**src/core/mitd_defs.vh**
```
// Purpose: constants for the instruction decode and timing front end
// Assumes: 14-bit instruction words, four oscillator clocks per instruction cycle
// Notes:   opcode encodings below belong to this core
`ifndef MITD_DEFS_VH
`define MITD_DEFS_VH

// ----------------------------------------
// instruction cycle phases
// ----------------------------------------
`define MITD_Q_W 2
`define MITD_Q_FIRST 2'h0
`define MITD_Q_LAST 2'h3
`define MITD_Q_PRE_RD 2'h0
`define MITD_Q_PRE_WR 2'h2

// ----------------------------------------
// word fields
// ----------------------------------------
`define MITD_IW 14
`define MITD_CLS_HI 13
`define MITD_CLS_LO 12
`define MITD_BOP_HI 11
`define MITD_BOP_LO 8
`define MITD_D_BIT 7
`define MITD_F_HI 6
`define MITD_F_LO 0
`define MITD_TOP_HI 11
`define MITD_TOP_LO 10
`define MITD_B_HI 9
`define MITD_B_LO 7
`define MITD_JSEL_BIT 11
`define MITD_K11_HI 10
`define MITD_K8_HI 7
`define MITD_CFIX_BIT 3
`define MITD_CSEL_HI 1
`define MITD_PID_BIT 2
`define MITD_KW_LONG 4'hb
`define MITD_KW_LIT 4'h8
`define MITD_KW_NONE 4'h0
`define MITD_MM_HI 1
`define MITD_MM_LO 0

// ----------------------------------------
// classes and opcodes
// ----------------------------------------
`define MITD_CLS_BYTE 2'h0
`define MITD_CLS_BIT 2'h1
`define MITD_CLS_JUMP 2'h2
`define MITD_CLS_LIT 2'h3
`define MITD_BOP_DEC_SKIP 4'hb
`define MITD_BOP_INC_SKIP 4'hf
`define MITD_TOP_SKIP_ZERO 2'h2
`define MITD_TOP_SKIP_ONE 2'h3
`define MITD_LOP_CTRL 4'h0
`define MITD_LOP_REL_JUMP 4'h1
`define MITD_LOP_EXIT_CONST 4'h4
`define MITD_CTL_SUB_EXIT 2'h0
`define MITD_CTL_INT_EXIT 2'h1
`define MITD_CTL_CALC_SUB 2'h2
`define MITD_CTL_ACC_REL 2'h3
`define MITD_IND_PORT0 7'h00
`define MITD_IND_PORT1 7'h01

`endif

```
**src/core/mitd_core.v**
```verilog
// Purpose: instruction decode and instruction-cycle timing for an 8-bit core
// Assumes: ref_clk_in is the oscillator; program memory word valid at phase 3
// Notes:   execution semantics live downstream; this block decodes and paces
//
// Operation
// - each instruction is one 14-bit word holding opcode and operands
// - opcodes sort into byte, bit, jump and literal-and-control classes
// - instructions finish in one instruction cycle unless an exception applies
// - subroutine_jump and computed_subroutine_jump take two cycles
// - subroutine_exit, exit_with_constant, interrupt_exit take two cycles
// - jumps and taken skips of the skip family take two cycles
// - indirect access with pointer into program memory adds one cycle
// - one instruction cycle is four oscillator clocks
// - file register instructions read, modify, then store to chosen target
// - named file register is read even when the instruction only writes
// - register_operand is a 7-bit direct address 0x00 to 0x7f
// - result_target 0 sends result to accumulator, 1 to file register
// - position_in_register picks one bit of the 8-bit file register
// - pointer_id picks pointer_register and indirect_port pair 0 or 1
// - ignored_position bits never change decoding
// - auto_step_kind picks pre/post increment or decrement of the pointer
`include "mitd_defs.vh"
`timescale 1ns/1ps
`default_nettype none

module mitd_core (
    // clock and reset
    input wire ref_clk_in,
    input wire sys_rst_in,
    // program memory word (prefetched) and execution feedback
    input wire [13:0] instr_in,
    input wire skip_true_in,
    input wire [1:0] ptr_in_prog_in,
    // timing
    output reg [1:0] q_phase_out,
    output reg cycle_end_out,
    output reg instr_done_out,
    output reg flush_out,
    output reg indir_wait_out,
    output reg fetch_out,
    // decoded word
    output reg instr_valid_out,
    output reg [1:0] class_out,
    output reg [3:0] opcode_out,
    output reg [6:0] register_operand_out,
    output reg result_target_out,
    output reg [2:0] position_in_register_out,
    output reg [10:0] immediate_constant_out,
    output reg [3:0] imm_width_out,
    output reg pointer_id_out,
    output reg [1:0] auto_step_kind_out,
    output reg indirect_out,
    output reg flow_change_out,
    output reg is_skip_out,
    // register file strobes
    output reg file_rd_out,
    output reg file_wr_out,
    output reg acc_wr_out
);

    // ----------------------------------------
    // sequencer states
    // ----------------------------------------
    localparam ST_EXEC = 2'h0;
    localparam ST_INDIR = 2'h1;
    localparam ST_FLUSH = 2'h2;

    reg [1:0] st_r;
    reg [1:0] st_nxt;
    reg [1:0] q_r;
    reg ind_prog_r;
    // set while a flush belongs to an instruction, clear for the reset flush
    reg flush_tail_r;
    reg uses_file_r;

    // ----------------------------------------
    // combinational decode of the incoming word
    // ----------------------------------------
    reg [1:0] d_cls;
    reg [3:0] d_op;
    reg [10:0] d_k;
    reg [3:0] d_kw;
    reg d_file;
    reg d_dest;
    reg d_ind;
    reg d_pid;
    reg [1:0] d_mm;
    reg d_flow;
    reg d_skip;

    always @*
    begin
        d_cls = instr_in[`MITD_CLS_HI:`MITD_CLS_LO];
        d_op = 4'h0;
        d_k = 11'h000;
        d_kw = 4'h0;
        d_file = 1'b0;
        d_dest = 1'b0;
        d_ind = 1'b0;
        d_pid = 1'b0;
        d_mm = 2'h0;
        d_flow = 1'b0;
        d_skip = 1'b0;
        case (d_cls)
            `MITD_CLS_BYTE:
            begin
                d_op = instr_in[`MITD_BOP_HI:`MITD_BOP_LO];
                d_file = 1'b1;
                d_dest = instr_in[`MITD_D_BIT];
                d_skip = (d_op == `MITD_BOP_DEC_SKIP) || (d_op == `MITD_BOP_INC_SKIP);
            end
            `MITD_CLS_BIT:
            begin
                d_op = {2'h0, instr_in[`MITD_TOP_HI:`MITD_TOP_LO]};
                d_file = 1'b1;
                // bit set/clear writes back; bit tests leave the register alone
                d_dest = ~instr_in[`MITD_TOP_HI];
                d_skip = instr_in[`MITD_TOP_HI];
            end
            `MITD_CLS_JUMP:
            begin
                // subroutine_jump and absolute_jump share the long target form
                d_op = {3'h0, instr_in[`MITD_JSEL_BIT]};
                d_k = instr_in[`MITD_K11_HI:0];
                d_kw = `MITD_KW_LONG;
                d_flow = 1'b1;
            end
            default:
            begin
                d_op = instr_in[`MITD_BOP_HI:`MITD_BOP_LO];
                d_k = {3'h0, instr_in[`MITD_K8_HI:0]};
                d_kw = `MITD_KW_LIT;
                if (d_op == `MITD_LOP_CTRL)
                begin
                    d_kw = `MITD_KW_NONE;
                    d_k = 11'h000;
                    if (instr_in[`MITD_CFIX_BIT])
                    begin
                        // upper literal bits and bit 2 are don't-care here
                        d_flow = 1'b1;
                    end
                    else
                    begin
                        // indirect move through a pointer; bits 7:5 don't-care
                        d_ind = 1'b1;
                        d_pid = instr_in[`MITD_PID_BIT];
                        d_mm = instr_in[`MITD_MM_HI:`MITD_MM_LO];
                    end
                end
                else if ((d_op == `MITD_LOP_REL_JUMP) || (d_op == `MITD_LOP_EXIT_CONST))
                begin
                    d_flow = 1'b1;
                end
            end
        endcase
        if (d_file)
        begin
            // direct file address; the indirect ports alias the two pointers
            d_k = 11'h000;
            if ((instr_in[`MITD_F_HI:`MITD_F_LO] == `MITD_IND_PORT0) ||
                (instr_in[`MITD_F_HI:`MITD_F_LO] == `MITD_IND_PORT1))
            begin
                d_ind = 1'b1;
                d_pid = instr_in[`MITD_F_LO];
            end
        end
    end

    // ----------------------------------------
    // instruction cycle sequencer
    // ----------------------------------------
    wire cyc_end = (q_r == `MITD_Q_LAST);
    wire extra = flow_change_out | (is_skip_out & skip_true_in);
    wire load = cyc_end & (st_nxt == ST_EXEC);

    always @*
    begin
        st_nxt = st_r;
        if (cyc_end)
        begin
            case (st_r)
                ST_EXEC:
                begin
                    if (ind_prog_r)
                        st_nxt = ST_INDIR;
                    else if (extra)
                        st_nxt = ST_FLUSH;
                    else
                        st_nxt = ST_EXEC;
                end
                ST_INDIR:
                begin
                    if (extra)
                        st_nxt = ST_FLUSH;
                    else
                        st_nxt = ST_EXEC;
                end
                default:
                    st_nxt = ST_EXEC;
            endcase
        end
    end

    // the last data cycle is where the file access lands
    wire data_cyc = (st_r == ST_INDIR) || ((st_r == ST_EXEC) && !ind_prog_r);

    always @(posedge ref_clk_in)
    begin
        if (sys_rst_in)
        begin
            // start in a flush cycle so the first word is fetched before use
            st_r <= ST_FLUSH;
            q_r <= `MITD_Q_FIRST;
            ind_prog_r <= 1'b0;
            flush_tail_r <= 1'b0;
            uses_file_r <= 1'b0;
            q_phase_out <= `MITD_Q_FIRST;
            cycle_end_out <= 1'b0;
            instr_done_out <= 1'b0;
            flush_out <= 1'b1;
            indir_wait_out <= 1'b0;
            fetch_out <= 1'b0;
            instr_valid_out <= 1'b0;
            class_out <= `MITD_CLS_BYTE;
            opcode_out <= 4'h0;
            register_operand_out <= 7'h00;
            result_target_out <= 1'b0;
            position_in_register_out <= 3'h0;
            immediate_constant_out <= 11'h000;
            imm_width_out <= 4'h0;
            pointer_id_out <= 1'b0;
            auto_step_kind_out <= 2'h0;
            indirect_out <= 1'b0;
            flow_change_out <= 1'b0;
            is_skip_out <= 1'b0;
            file_rd_out <= 1'b0;
            file_wr_out <= 1'b0;
            acc_wr_out <= 1'b0;
        end
        else
        begin
            q_r <= q_r + 2'h1;
            q_phase_out <= q_r + 2'h1;
            st_r <= st_nxt;
            cycle_end_out <= cyc_end;
            // an instruction is done when the sequencer returns to EXEC; a flush
            // only ends an instruction when one entered it, not after reset
            if (cyc_end)
            begin
                flush_tail_r <= (st_nxt == ST_FLUSH) & (st_r != ST_FLUSH);
            end
            instr_done_out <= cyc_end & (st_nxt == ST_EXEC) &
                              ((st_r != ST_FLUSH) | flush_tail_r);
            flush_out <= (st_nxt == ST_FLUSH);
            indir_wait_out <= (st_nxt == ST_INDIR);
            fetch_out <= cyc_end;
            // file access strobes: read always, write to the chosen target, the accumulator for byte ops only
            file_rd_out <= (q_r == `MITD_Q_PRE_RD) & data_cyc & uses_file_r;
            file_wr_out <= (q_r == `MITD_Q_PRE_WR) & data_cyc & uses_file_r &
                           result_target_out;
            acc_wr_out <= (q_r == `MITD_Q_PRE_WR) & data_cyc & uses_file_r &
                          !result_target_out & (class_out == `MITD_CLS_BYTE);
            if (load)
            begin
                instr_valid_out <= 1'b1;
                class_out <= d_cls;
                opcode_out <= d_op;
                register_operand_out <= instr_in[`MITD_F_HI:`MITD_F_LO];
                result_target_out <= d_dest;
                position_in_register_out <= instr_in[`MITD_B_HI:`MITD_B_LO];
                immediate_constant_out <= d_k;
                imm_width_out <= d_kw;
                pointer_id_out <= d_pid;
                auto_step_kind_out <= d_mm;
                indirect_out <= d_ind;
                flow_change_out <= d_flow;
                is_skip_out <= d_skip;
                uses_file_r <= d_file;
                ind_prog_r <= d_ind & ptr_in_prog_in[d_pid];
            end
            else if (cyc_end)
            begin
                // a flushed or stretched slot issues nothing new
                instr_valid_out <= 1'b0;
                ind_prog_r <= 1'b0;
                if (st_nxt == ST_FLUSH)
                begin
                    uses_file_r <= 1'b0;
                    flow_change_out <= 1'b0;
                    is_skip_out <= 1'b0;
                end
            end
        end
    end

endmodule // mitd_core

`default_nettype wire

```
**config.mk**
```make
export PLATFORM = sky130hd
export DESIGN_NAME = mitd_core
export DESIGN_NICKNAME = d
export VERILOG_FILES = /design/src/core/mitd_core.v
export VERILOG_INCLUDE_DIRS = /design/src /design/src/core
export SDC_FILE = /design/constraint.sdc
export NUM_CORES = 1
export LEC_CHECK = 0
export BUFFER_PORTS_ARGS = -buffer_cell sky130_fd_sc_hd__buf_2
export CORE_MARGIN = 1.5
export CORE_UTILIZATION = 38
export DETAILED_ROUTE_END_ITERATION = 8
export GPL_ROUTABILITY_DRIVEN = 0
export PLACE_DENSITY = 0.6
export SLEW_MARGIN = 30
export SYNTH_ARGS = -nofsm -noshare
export SYNTH_HDL_FRONTEND = slang
export SYNTH_SLANG_ARGS = --single-unit
```
**constraint.sdc**
```tcl
create_clock -name ref_clk_in -period 3 [get_ports ref_clk_in]
set_input_delay 0 -clock ref_clk_in [delete_from_list [all_inputs] [get_ports ref_clk_in]]
set_output_delay 0 -clock ref_clk_in [all_outputs]
set_load 0.05 [all_outputs]
```
==> results of run 1 <==
worst reg2reg max path, cell delays in order, from the launching register on:
cell and delay [ps]:
dfxtp_1 380, ha_1 400, o21ai_2 190, or2_2 560, or3_1 390, a21oi_1 130
kinds of logic (layout without fill, tap and decap cells):
logic type | after synthesis | in the layout | synth area share, %
and+or+nand+nor | 92 | 92 | 22.6
AOI/OAI and AO/OA | 52 | 52 | 16.2
DFF | 51 | 51 | 49.8
buffers and inverters | 22 | 93 | 4.95
adders and majority gates | 7 | 7 | 4.27
muxes | 4 | 4 | 2.01
other | 1 | 1 | 0.183
state kept, by name, summed over array words and instances (netlist names), 2 cells and up:
signal and cells:
position_in_register_out 3, auto_step_kind_out 2, q_r 2, opcode_out 4, class_out 2, imm_width_out 2
register_operand_out 7, st_r 2, immediate_constant_out 11
per-layer routing:
layer  wire, um  vias to the layer above  part of all wire [%]
li1           -                      923                     -
met2       2260                       55                    46
met5          0                        -                     0
met4         29                        0                  0.60
met3        259                        4                   5.3
met1       2330                      830                    48
synth_stat cells (2+ instances only):
cell type   n  area [um2]
a211oi_1    2        15.0
a21oi_1    26         130
a22oi_1    12        90.1
buf_2       6        30.0
buf_4       3        22.5
clkbuf_1    7        26.3
dfxtp_1    51        1020
ha_1        7        87.6
inv_1       6        22.5
mux2i_1     3        30.0
nand2_1    38         143
nand2b_1    4        25.0
nand3_1     2        10.0
nand3b_1    2        15.0
nand4_1     4        25.0
nor2_1     20        75.1
nor2b_1     6        37.5
nor3_1      3        15.0
nor3_2      2        20.0
or3_1       2        12.5
metrics by stage:
| stage | util [%] | hold slack (ps) | cell area, um2 | std cells |
|---|---|---|---|---|
| detailed placement | 46.8 | 284 | 2400 | 351 |
| CTS | 50.5 | 6.03 | 2590 | 370 |
| global placement | 46.8 | 271 | 2400 | 351 |
| floorplan | - | 107 | 2050 | 229 |
| global route | 50.5 | 8.99 | 2590 | 370 |
| finish | 50.5 | 9.13 | 2590 | 370 |
final cells by class:
| type | count | area [um2] | area share (%) |
|---|---|---|---|
| clock inverters | 1 | 5.00 | 0.193 |
| clock buffers | 7 | 76.3 | 2.94 |
| repair buffers | 79 | 455 | 17.6 |
| flip-flops and latches | 51 | 1020 | 39.3 |
| multi-input cells | 156 | 927 | 35.7 |
| well taps | 70 | 87.6 | 3.38 |
| inverters | 6 | 22.5 | 0.868 |
where the power goes:
part / internal, W / leakage [nW] / switching, W
Clock: 0.000164 / 0.0422 / 0.000213
Sequential: 0.000694 / 0.413 / 0.0000116
Combinational: 0.0000595 / 0.654 / 0.000138
worst min-delay path by stage:
stage          slack, ps                     endpoint   startpoint
2_1_floorplan        110                      st_r[1]   sys_rst_in
3_3_place_gp         270      register_operand_out[4]  instr_in[4]
3_5_place_dp         280  position_in_register_out[0]  instr_in[7]
4_1_cts                6      register_operand_out[3]  instr_in[3]
5_1_grt                9      register_operand_out[3]  instr_in[3]
6_report               9      register_operand_out[3]  instr_in[3]
what timing repair did:
item                                    CTS  global route
hold buffers                             11             0
endpoints found under the setup margin    0             0
buffers inserted                          0             0
endpoints found under the hold margin    18             0
==> flow_metrics.py, run 1 <==
metrics = {
    "setup_path": {
        "worst_setup_path_start_kind": "flop",
        "crit_arrival_ps": 2360,
        "reg2reg_to": "opcode_out[3]",
        "max_stage_delay_ps": 560,
        "slowest_stage": "or2_2",
        "r2r_slack_ps": 870,
        "cp-startpoint": "q_r[1]",
        "required_ps": 3230,
        "crit_end": "opcode_out[3]",
        "cp_top_family": "simple AND/OR/NAND/NOR gates",
        "r2r_cells": 5,
        "end_kind": "flop",
        "crit_fanout": 32,
        "critPathBufInv": 0,
        "cp_num_cells": 5,
        "path_cells": "ha_1, o21ai_2, or2_2, or3_1, a21oi_1",
        "reg2reg_from": "q_r[1]",
        "critical_path_class": "flop to flop",
    },
    "power": {
        "pwr_density_cell_nw_per_um2": 494,
        "peakVddDrop_uv": 301,
        "p_total_w": 0.00128,
        "p_leak_nw": 1.11,
    },
    "status": {
        "status": "finished, final reports clean",
    },
    "timing": {
        "finalClockSkew_ps": 3.86,
        "finalSetupTns_ps": 0,
        "setup_ws_ps": 870,
        "slew_viol_final": 0,
        "worstMarginPinSlew_ps": 865,
        "grt_setup_unrepaired": "no",
        "finalHoldViolations": 0,
        "min_period_ps": 2130,
        "setup_viol": 0,
        "fmax_mhz": 469,
        "fin_crit_sh_pct": 71.0,
        "slew-limit-headroom_pct": 42.3,
    },
    "routing": {
        "drt_wl_total_um": 4870,
        "wl_per_cell_um": 13.2,
        "drc_errors": 0,
        "drt_iter0_drc": 115,
        "first_pass_iters": 4,
        "via_per_inst": 4.90,
        "ant_nets": 0,
        "num_vias": 1812,
    },
    "final_layout": {
        "final.fill_count": 540,
        "drive_gt1_share_pct": 28.0,
        "final_common_cell": "buf_2",
        "syn_to_final_growth_pct": 26.6,
        "antenna_cells": 0,
        "most-common-layout-cells": "66 x buf_2, 51 x dfxtp_1, 38 x nand2_1",
        "final_nets": 325,
    },
    "global_route": {
        "grt_max_degree": 49,
        "use_met1_pct": 24.0,
        "grtUsageTotal_pct": 17.3,
        "grt_overflow": 0,
        "antenna_found_initial": 0,
        "grt.busiest_layer": "met2",
        "met3_usage_pct": 3.11,
        "grt_util_met2_pct": 26.9,
        "grt_pass1_wl_um": 8180,
        "grt_pass1_vias": 1656,
    },
    "logic_synthesis": {
        "synth_edf_count": 0,
        "ys.flop_type": "dfxtp_1",
        "yosysSeqAreaShare_pct": 49.8,
        "synth_cells": 229,
        "ys_seq_elements": 51,
        "syn_area_um2": 2050,
        "yosysWarnings": 0,
        "synthArstFlopShare_pct": 0,
        "yosysUniqueCellTypes": 43,
        "syn_nets": 255,
        "synth.avg_cell_area_um2": 8.95,
    },
    "placed_design": {
        "dp_hpwl_um": 3310,
        "dp_slack_ps": 889,
        "port_buffers": 66,
    },
    "clock_tree": {
        "cts_tree": "yes",
        "cts_inserted_buffers": 5,
        "cts_buffer_depth": 2,
        "clk_pin_slew_ps": 90,
        "cts_resized": 0,
        "clk_latency_ps": 300,
        "cts.sinks": 51,
        "h-tree-depth": 2,
        "cts_root_buffer": "clkbuf_8",
    },
    "die": {
        "dieArea_um2": 5840,
        "fp.dieW_um": 76.4,
        "row_count": 26,
        "io_pins": 68,
        "die_h_um": 76.4,
        "coreArea_um2": 5140,
        "initial_core_util_pct": 39.9,
    },
    "job": {
        "max-cap-violations": 0,
    },
    "hold_path": {
        "hold_depth": 3,
        "hp-class": "input port to flop",
    },
}
Power figures use the tool's default switching activity.
==> run 2, diff against run 1 <==
Settings changed: ABC_AREA set to 1.
Clock period 3 ns to 2.23 ns, I/O delays scaled along.
==> flow_metrics.py, run 2 <==
metrics = {
    "logic_synthesis": {
        "syn_area_um2": 2130,
        "yosysSeqAreaShare_pct": 48.0,
        "synthArstFlopShare_pct": 0,
        "syn_nets": 300,
        "synthTopCellsByArea": "dfxtp_1 48%, nand2_1 11%, a21oi_1 8.0%",
        "ys_seq_elements": 51,
        "yosysTopAreaCellShare_pct": 48.0,
        "yosysUniqueCellTypes": 27,
        "ys.flop_type": "dfxtp_1",
        "synth_area_leader_cell": "dfxtp_1",
        "synthTopCellsByCount": "61 x nand2_1, 51 x dfxtp_1, 34 x a21oi_1",
        "synth_cells": 274,
        "synth_edf_count": 0,
        "synth.avg_cell_area_um2": 7.76,
        "yosysWarnings": 0,
        "synth_most_common_cell": "nand2_1",
    },
    "power": {
        "pwr_density_cell_nw_per_um2": 681,
        "netSwitchingPower_w": 0.000513,
        "power.share.clock_pct": 31.9,
        "seqPwrFrac_pct": 52.6,
        "p_leak_nw": 1.21,
        "peakVddDrop_uv": 275,
        "p_comb_share_pct": 15.5,
        "p_total_w": 0.00181,
        "intPower_w": 0.00129,
        "p_sw_share_pct": 28.4,
    },
    "timing": {
        "finalHoldViolations": 0,
        "grt_setup_unrepaired": "no",
        "fin_crit_sh_pct": 77.6,
        "setup_ws_ps": 500,
        "finalClockSkew_ps": 7.55,
        "setup_viol": 0,
        "min_period_ps": 1730,
        "fmax_mhz": 578,
        "slew-limit-headroom_pct": 49.9,
        "finalSetupTns_ps": 0,
        "worstMarginPinSlew_ps": 749,
        "slew_viol_final": 0,
    },
    "global_route": {
        "grt_pass1_vias": 1792,
        "grt_max_degree": 36,
        "antenna_found_initial": 0,
        "grtUsageTotal_pct": 17.8,
        "grt_pass1_wl_um": 8520,
        "grt_overflow": 0,
    },
    "routing": {
        "wl_per_cell_um": 12.4,
        "routed.top_layer": "met4",
        "via_per_inst": 4.77,
        "first_pass_iters": 4,
        "ant_nets": 0,
        "num_vias": 1983,
        "drt_wl_total_um": 5140,
        "routed-wl-met3_um": 306,
        "drc_errors": 0,
        "met1_length_um": 2400,
        "drt_iter0_drc": 109,
        "wl_met2_um": 2360,
    },
    "setup_path": {
        "end_kind": "flop",
        "required_ps": 2470,
        "critPathBufInv": 1,
        "reg2reg_from": "q_r[1]",
        "slowest_stage": "dfxtp_1",
        "cp_common_cell": "a21oi_1",
        "reg2reg_to": "ind_prog_r",
        "cp_top_family": "compound AO/OA/AOI/OAI gates",
        "worst_setup_path_start_kind": "flop",
        "r2r_cells": 7,
        "crit_fanout": 29,
        "r2r_slack_ps": 500,
        "max_stage_delay_ps": 390,
        "path_cells": "ha_1, inv_2, a21oi_1, o21ai_4, a21oi_2, nand2_1, a21oi_1",
        "crit_arrival_ps": 1970,
        "critical_path_class": "flop to flop",
    },
    "clock_tree": {
        "cts_buffer_depth": 2,
        "postCtsSetupRepairBufs": 0,
        "cts_tree": "yes",
        "cts_inserted_buffers": 5,
        "h-tree-depth": 2,
        "clk_latency_ps": 300,
        "cts.sinks": 51,
        "clk_pin_slew_ps": 90,
        "cts_root_buffer": "clkbuf_8",
    },
    "final_layout": {
        "drive_gt1_share_pct": 25.6,
        "final_common_cell": "buf_2",
        "multi_input_area_um2": 918,
        "antenna_cells": 0,
        "syn_to_final_growth_pct": 24.7,
        "final_nets": 369,
        "top_register": "immediate_constant_out",
        "final.fill_count": 575,
        "ff_latch_area_um2": 1020,
        "finalNonFillerCells": 416,
        "reg_top3": "immediate_constant_out x11, register_operand_out x7, opcode_out x4",
        "largest_register_ffs": 11,
        "most-common-layout-cells": "66 x buf_2, 61 x nand2_1, 51 x dfxtp_1",
    },
    "die": {
        "io_pins": 68,
        "dieArea_um2": 6060,
        "die_h_um": 77.8,
        "coreArea_um2": 5440,
        "initial_core_util_pct": 39.1,
        "fp.dieW_um": 77.8,
        "row_count": 27,
    },
    "hold_path": {
        "hold_path.startpoint": "instr_in[3]",
        "hp-class": "input port to flop",
        "hold_depth": 3,
        "min_to": "register_operand_out[3]",
    },
    "job": {
        "max-cap-violations": 0,
    },
    "placed_design": {
        "port_buffers": 66,
        "dp_hpwl_um": 3590,
        "placed_cells": 400,
        "dp_slack_ps": 494,
    },
    "status": {
        "status": "finished, final reports clean",
    },
}
## run 2: changes by cell type after synthesis, moves of 4 or more
| cell | change |
|---|---|
| nand2_1 | +23 |
| nand3_1 | +22 |
| inv_1 | +15 |
| a22oi_1 | -12 |
| o21ai_0 | +11 |
| a21oi_1 | +8 |
| nor2b_1 | -6 |
| buf_6 | +4 |
| nand2b_1 | -4 |
## run 2: tightest hold or removal path: stages
cell     delay [ps]
buf_2           140
nand2_1          70
a21oi_1          60
## run 2: final cells by class
cell class | instances | area share [%]
multi-input combinational | 184 | 34.6
sequential | 51 | 38.5
timing repair buffer | 77 | 16.3
clock buffer | 8 | 3.77
tap | 72 | 3.40
inverter | 24 | 3.40
## run 2: repair_timing
action / 4_1_cts / 5_1_grt
hold buffers: 8 / 0
endpoints found under the hold margin: 14 / 0
resized for setup: 0 / 0
## run 2: cells by family after synthesis
| logic type | share of synthesized area (%) |
|---|---|
| simple gates | 24.0 |
| buf+inv | 9.18 |
| other cells | 0.176 |
| fa+ha+maj | 4.12 |
| compound gates | 14.5 |
| flops | 48.0 |
## run 2: metrics by stage
step / hold slack [ps] / area, um2 / util [%]
2_1_floorplan: 147 / 2130 / -
5_1_grt: 14.3 / 2650 / 48.8
4_1_cts: 5.44 / 2650 / 48.8
3_3_place_gp: 285 / 2460 / 45.3
3_5_place_dp: 287 / 2470 / 45.5
6_report: 8.76 / 2650 / 48.8
## run 2: per-layer routing
layer / up-vias / global-route usage, %
li1: 1028 / -
met1: 885 / 23.2
met2: 64 / 29.3
met3: 6 / 2.71
met4: 0 / 7.09
met5: - / 0
## run 2: worst max path at each step
stage                       start             to  slack, ps  depth (start not counted)
after detailed placement   q_r[1]     ind_prog_r        490                          7
after floorplan            q_r[1]  opcode_out[2]        440                          8
after global routing       q_r[1]  opcode_out[2]        310                          6
after CTS                  q_r[1]  opcode_out[2]        470                          6
final                      q_r[1]     ind_prog_r        500                          7
after global placement    st_r[0]   indirect_out        380                          6
## run 2: power groups by stage
stage | sequential [W] | clock, W | combinational (W)
floorplan | 0.00105 | 0 | 0.000117
global placement | 0.000972 | 0 | 0.000267
detailed placement | 0.000972 | 0 | 0.000269
CTS | 0.000951 | 0.000592 | 0.000281
finish | 0.000951 | 0.000577 | 0.000279
global route | 0.000955 | 0.000633 | 0.000304
==> run 3, diff against run 2 <==
Settings changed: PLACE_DENSITY 0.6 to 0.62.
Clock period 2.23 ns to 1.4 ns, I/O delays scaled along.
==> flow_metrics.py, run 3 (synthesis gave the netlist of run 2 again) <==
metrics = {
    "status": {
        "status": "complete, but fails checks",
        "violations": "hold timing",
    },
    "clock_tree": {
        "cts_root_buffer": "clkbuf_8",
        "clk_latency_ps": 310,
        "h-tree-depth": 2,
        "cts_buffer_depth": 2,
        "cts_tree": "yes",
        "cts_inserted_buffers": 5,
        "clk_pin_slew_ps": 90,
        "cts.sinks": 51,
    },
    "global_route": {
        "grtUsageTotal_pct": 18.5,
        "grt.busiest_layer": "met2",
        "use_met1_pct": 24.0,
        "grt_overflow": 0,
        "grt_pass1_vias": 1880,
        "grt_pass1_wl_um": 8800,
        "antenna_found_initial": 0,
        "met3_usage_pct": 4.47,
        "grt_max_degree": 38,
        "grt_util_met2_pct": 30.1,
    },
    "routing": {
        "drt_iter0_drc": 132,
        "ant_nets": 0,
        "first_pass_iters": 7,
        "via_per_inst": 4.90,
        "drt_wl_total_um": 5890,
        "drc_errors": 0,
        "wl_per_cell_um": 13.7,
        "num_vias": 2101,
    },
    "die": {
        "dieArea_um2": 6060,
        "io_pins": 68,
        "die_h_um": 77.8,
        "initial_core_util_pct": 39.1,
        "row_count": 27,
        "fp.dieW_um": 77.8,
        "coreArea_um2": 5440,
    },
    "final_layout": {
        "antenna_cells": 0,
        "ff_latch_area_um2": 1040,
        "largest_register_ffs": 11,
        "final_nets": 382,
        "final_common_cell": "buf_2",
        "syn_to_final_growth_pct": 35.8,
        "final.fill_count": 540,
        "reg_top3": "immediate_constant_out x11, register_operand_out x7, opcode_out x4",
        "drive_gt1_share_pct": 31.7,
        "fin_util_pct": 53.1,
        "most-common-layout-cells": "66 x buf_2, 61 x nand2_1, 44 x dfxtp_1",
        "multi_input_area_um2": 972,
        "top_register": "immediate_constant_out",
    },
    "setup_path": {
        "slowest_stage": "dfxtp_2",
        "required_ps": 1640,
        "cp_top_family": "compound AO/OA/AOI/OAI gates",
        "crit_fanout": 9,
        "critPathBufInv": 2,
        "critical_path_class": "flop to flop",
        "cp_common_cell": "nor2_4",
        "path_cells": "a21oi_4, nor2_4, nor2_4, buf_12, clkbuf_16, nand4_1, a21oi_1",
        "crit_arrival_ps": 1640,
        "end_kind": "flop",
        "worst_setup_path_start_kind": "flop",
        "cp_num_cells": 7,
        "r2r_cells": 7,
        "max_stage_delay_ps": 350,
    },
    "timing": {
        "finalHoldViolations": 1,
        "setup_viol": 0,
        "holdWs_ps": -1.95,
        "finalClockSkew_ps": 9.56,
        "slew_viol_final": 0,
        "min_period_ps": 1400,
        "fin_crit_sh_pct": 99.8,
        "fmax_mhz": 716,
    },
    "placed_design": {
        "port_buffers": 66,
        "dp_hpwl_um": 3840,
    },
    "power": {
        "peakVddDrop_uv": 554,
        "pwr_density_cell_nw_per_um2": 996,
        "p_total_w": 0.00288,
        "p_leak_nw": 1.30,
    },
    "hold_path": {
        "hold_depth": 3,
        "hp-class": "input port to flop",
    },
    "job": {
        "max-cap-violations": 0,
    },
}
run 3: changes by cell type in the layout (fill, tap and decap cells not counted), sizes merged:
cell / delta
dlygate4sd3: -1
clkbuf: +2
buf: +11
clkinv: +1
run 3: report_power, final:
group / internal (W) / total (W) / switching [W]
Sequential: 0.00149 / 0.00152 / 0.0000266
Clock: 0.000352 / 0.000845 / 0.000493
Combinational: 0.000166 / 0.000515 / 0.000349
Total: 0.00201 / 0.00288 / 0.000869
run 3: final cells by class:
class	count	share of cell area (%)
clock buffer	7	2.64
sequential	51	35.9
inverter	24	3.12
multi-input combinational	184	33.7
timing repair buffer	90	21.4
clock inverter	1	0.173
tap	72	3.12
run 3: routing by layer:
layer,vias up,wire (um)
met4,0,108
met3,14,358
li1,1054,-
met2,71,2670
met5,-,0
met1,962,2750
run 3: what timing repair did:
| action | CTS | global route |
|---|---|---|
| resized for setup | 1 | 18 |
| setup buffers | 0 | 2 |
| pin swaps | 0 | 2 |
| hold buffers | 7 | 0 |
| setup endpoints to repair | 14 | 33 |
| cloned | 0 | 4 |
| endpoints found under the hold margin | 12 | 0 |
run 3: worst paths after layout:
check / start / to / slack [ps]
max: is_skip_out / immediate_constant_out[8] / 3
min: instr_in[0] / register_operand_out[0] / -2
max reg2reg: is_skip_out / immediate_constant_out[8] / 3
min reg2reg: q_r[0] / q_r[0] / 450
run 3: through the flow:
stage	area (um2)	std cells	setup TNS (ps)	setup slack, ps	hold slack [ps]
finish	2890	429	0	3.10	-1.95
global placement	2560	408	0	71.2	286
CTS	2720	423	-49.8	-12.4	8.50
detailed placement	2560	408	0	27.5	283
floorplan	2150	274	0	20.5	147
global route	2890	429	-309	-67.6	4.43
run 3: worst min-delay path: stages:
cell and delay [ps]:
buf_2 130, nand2_1 70, a21oi_1 60
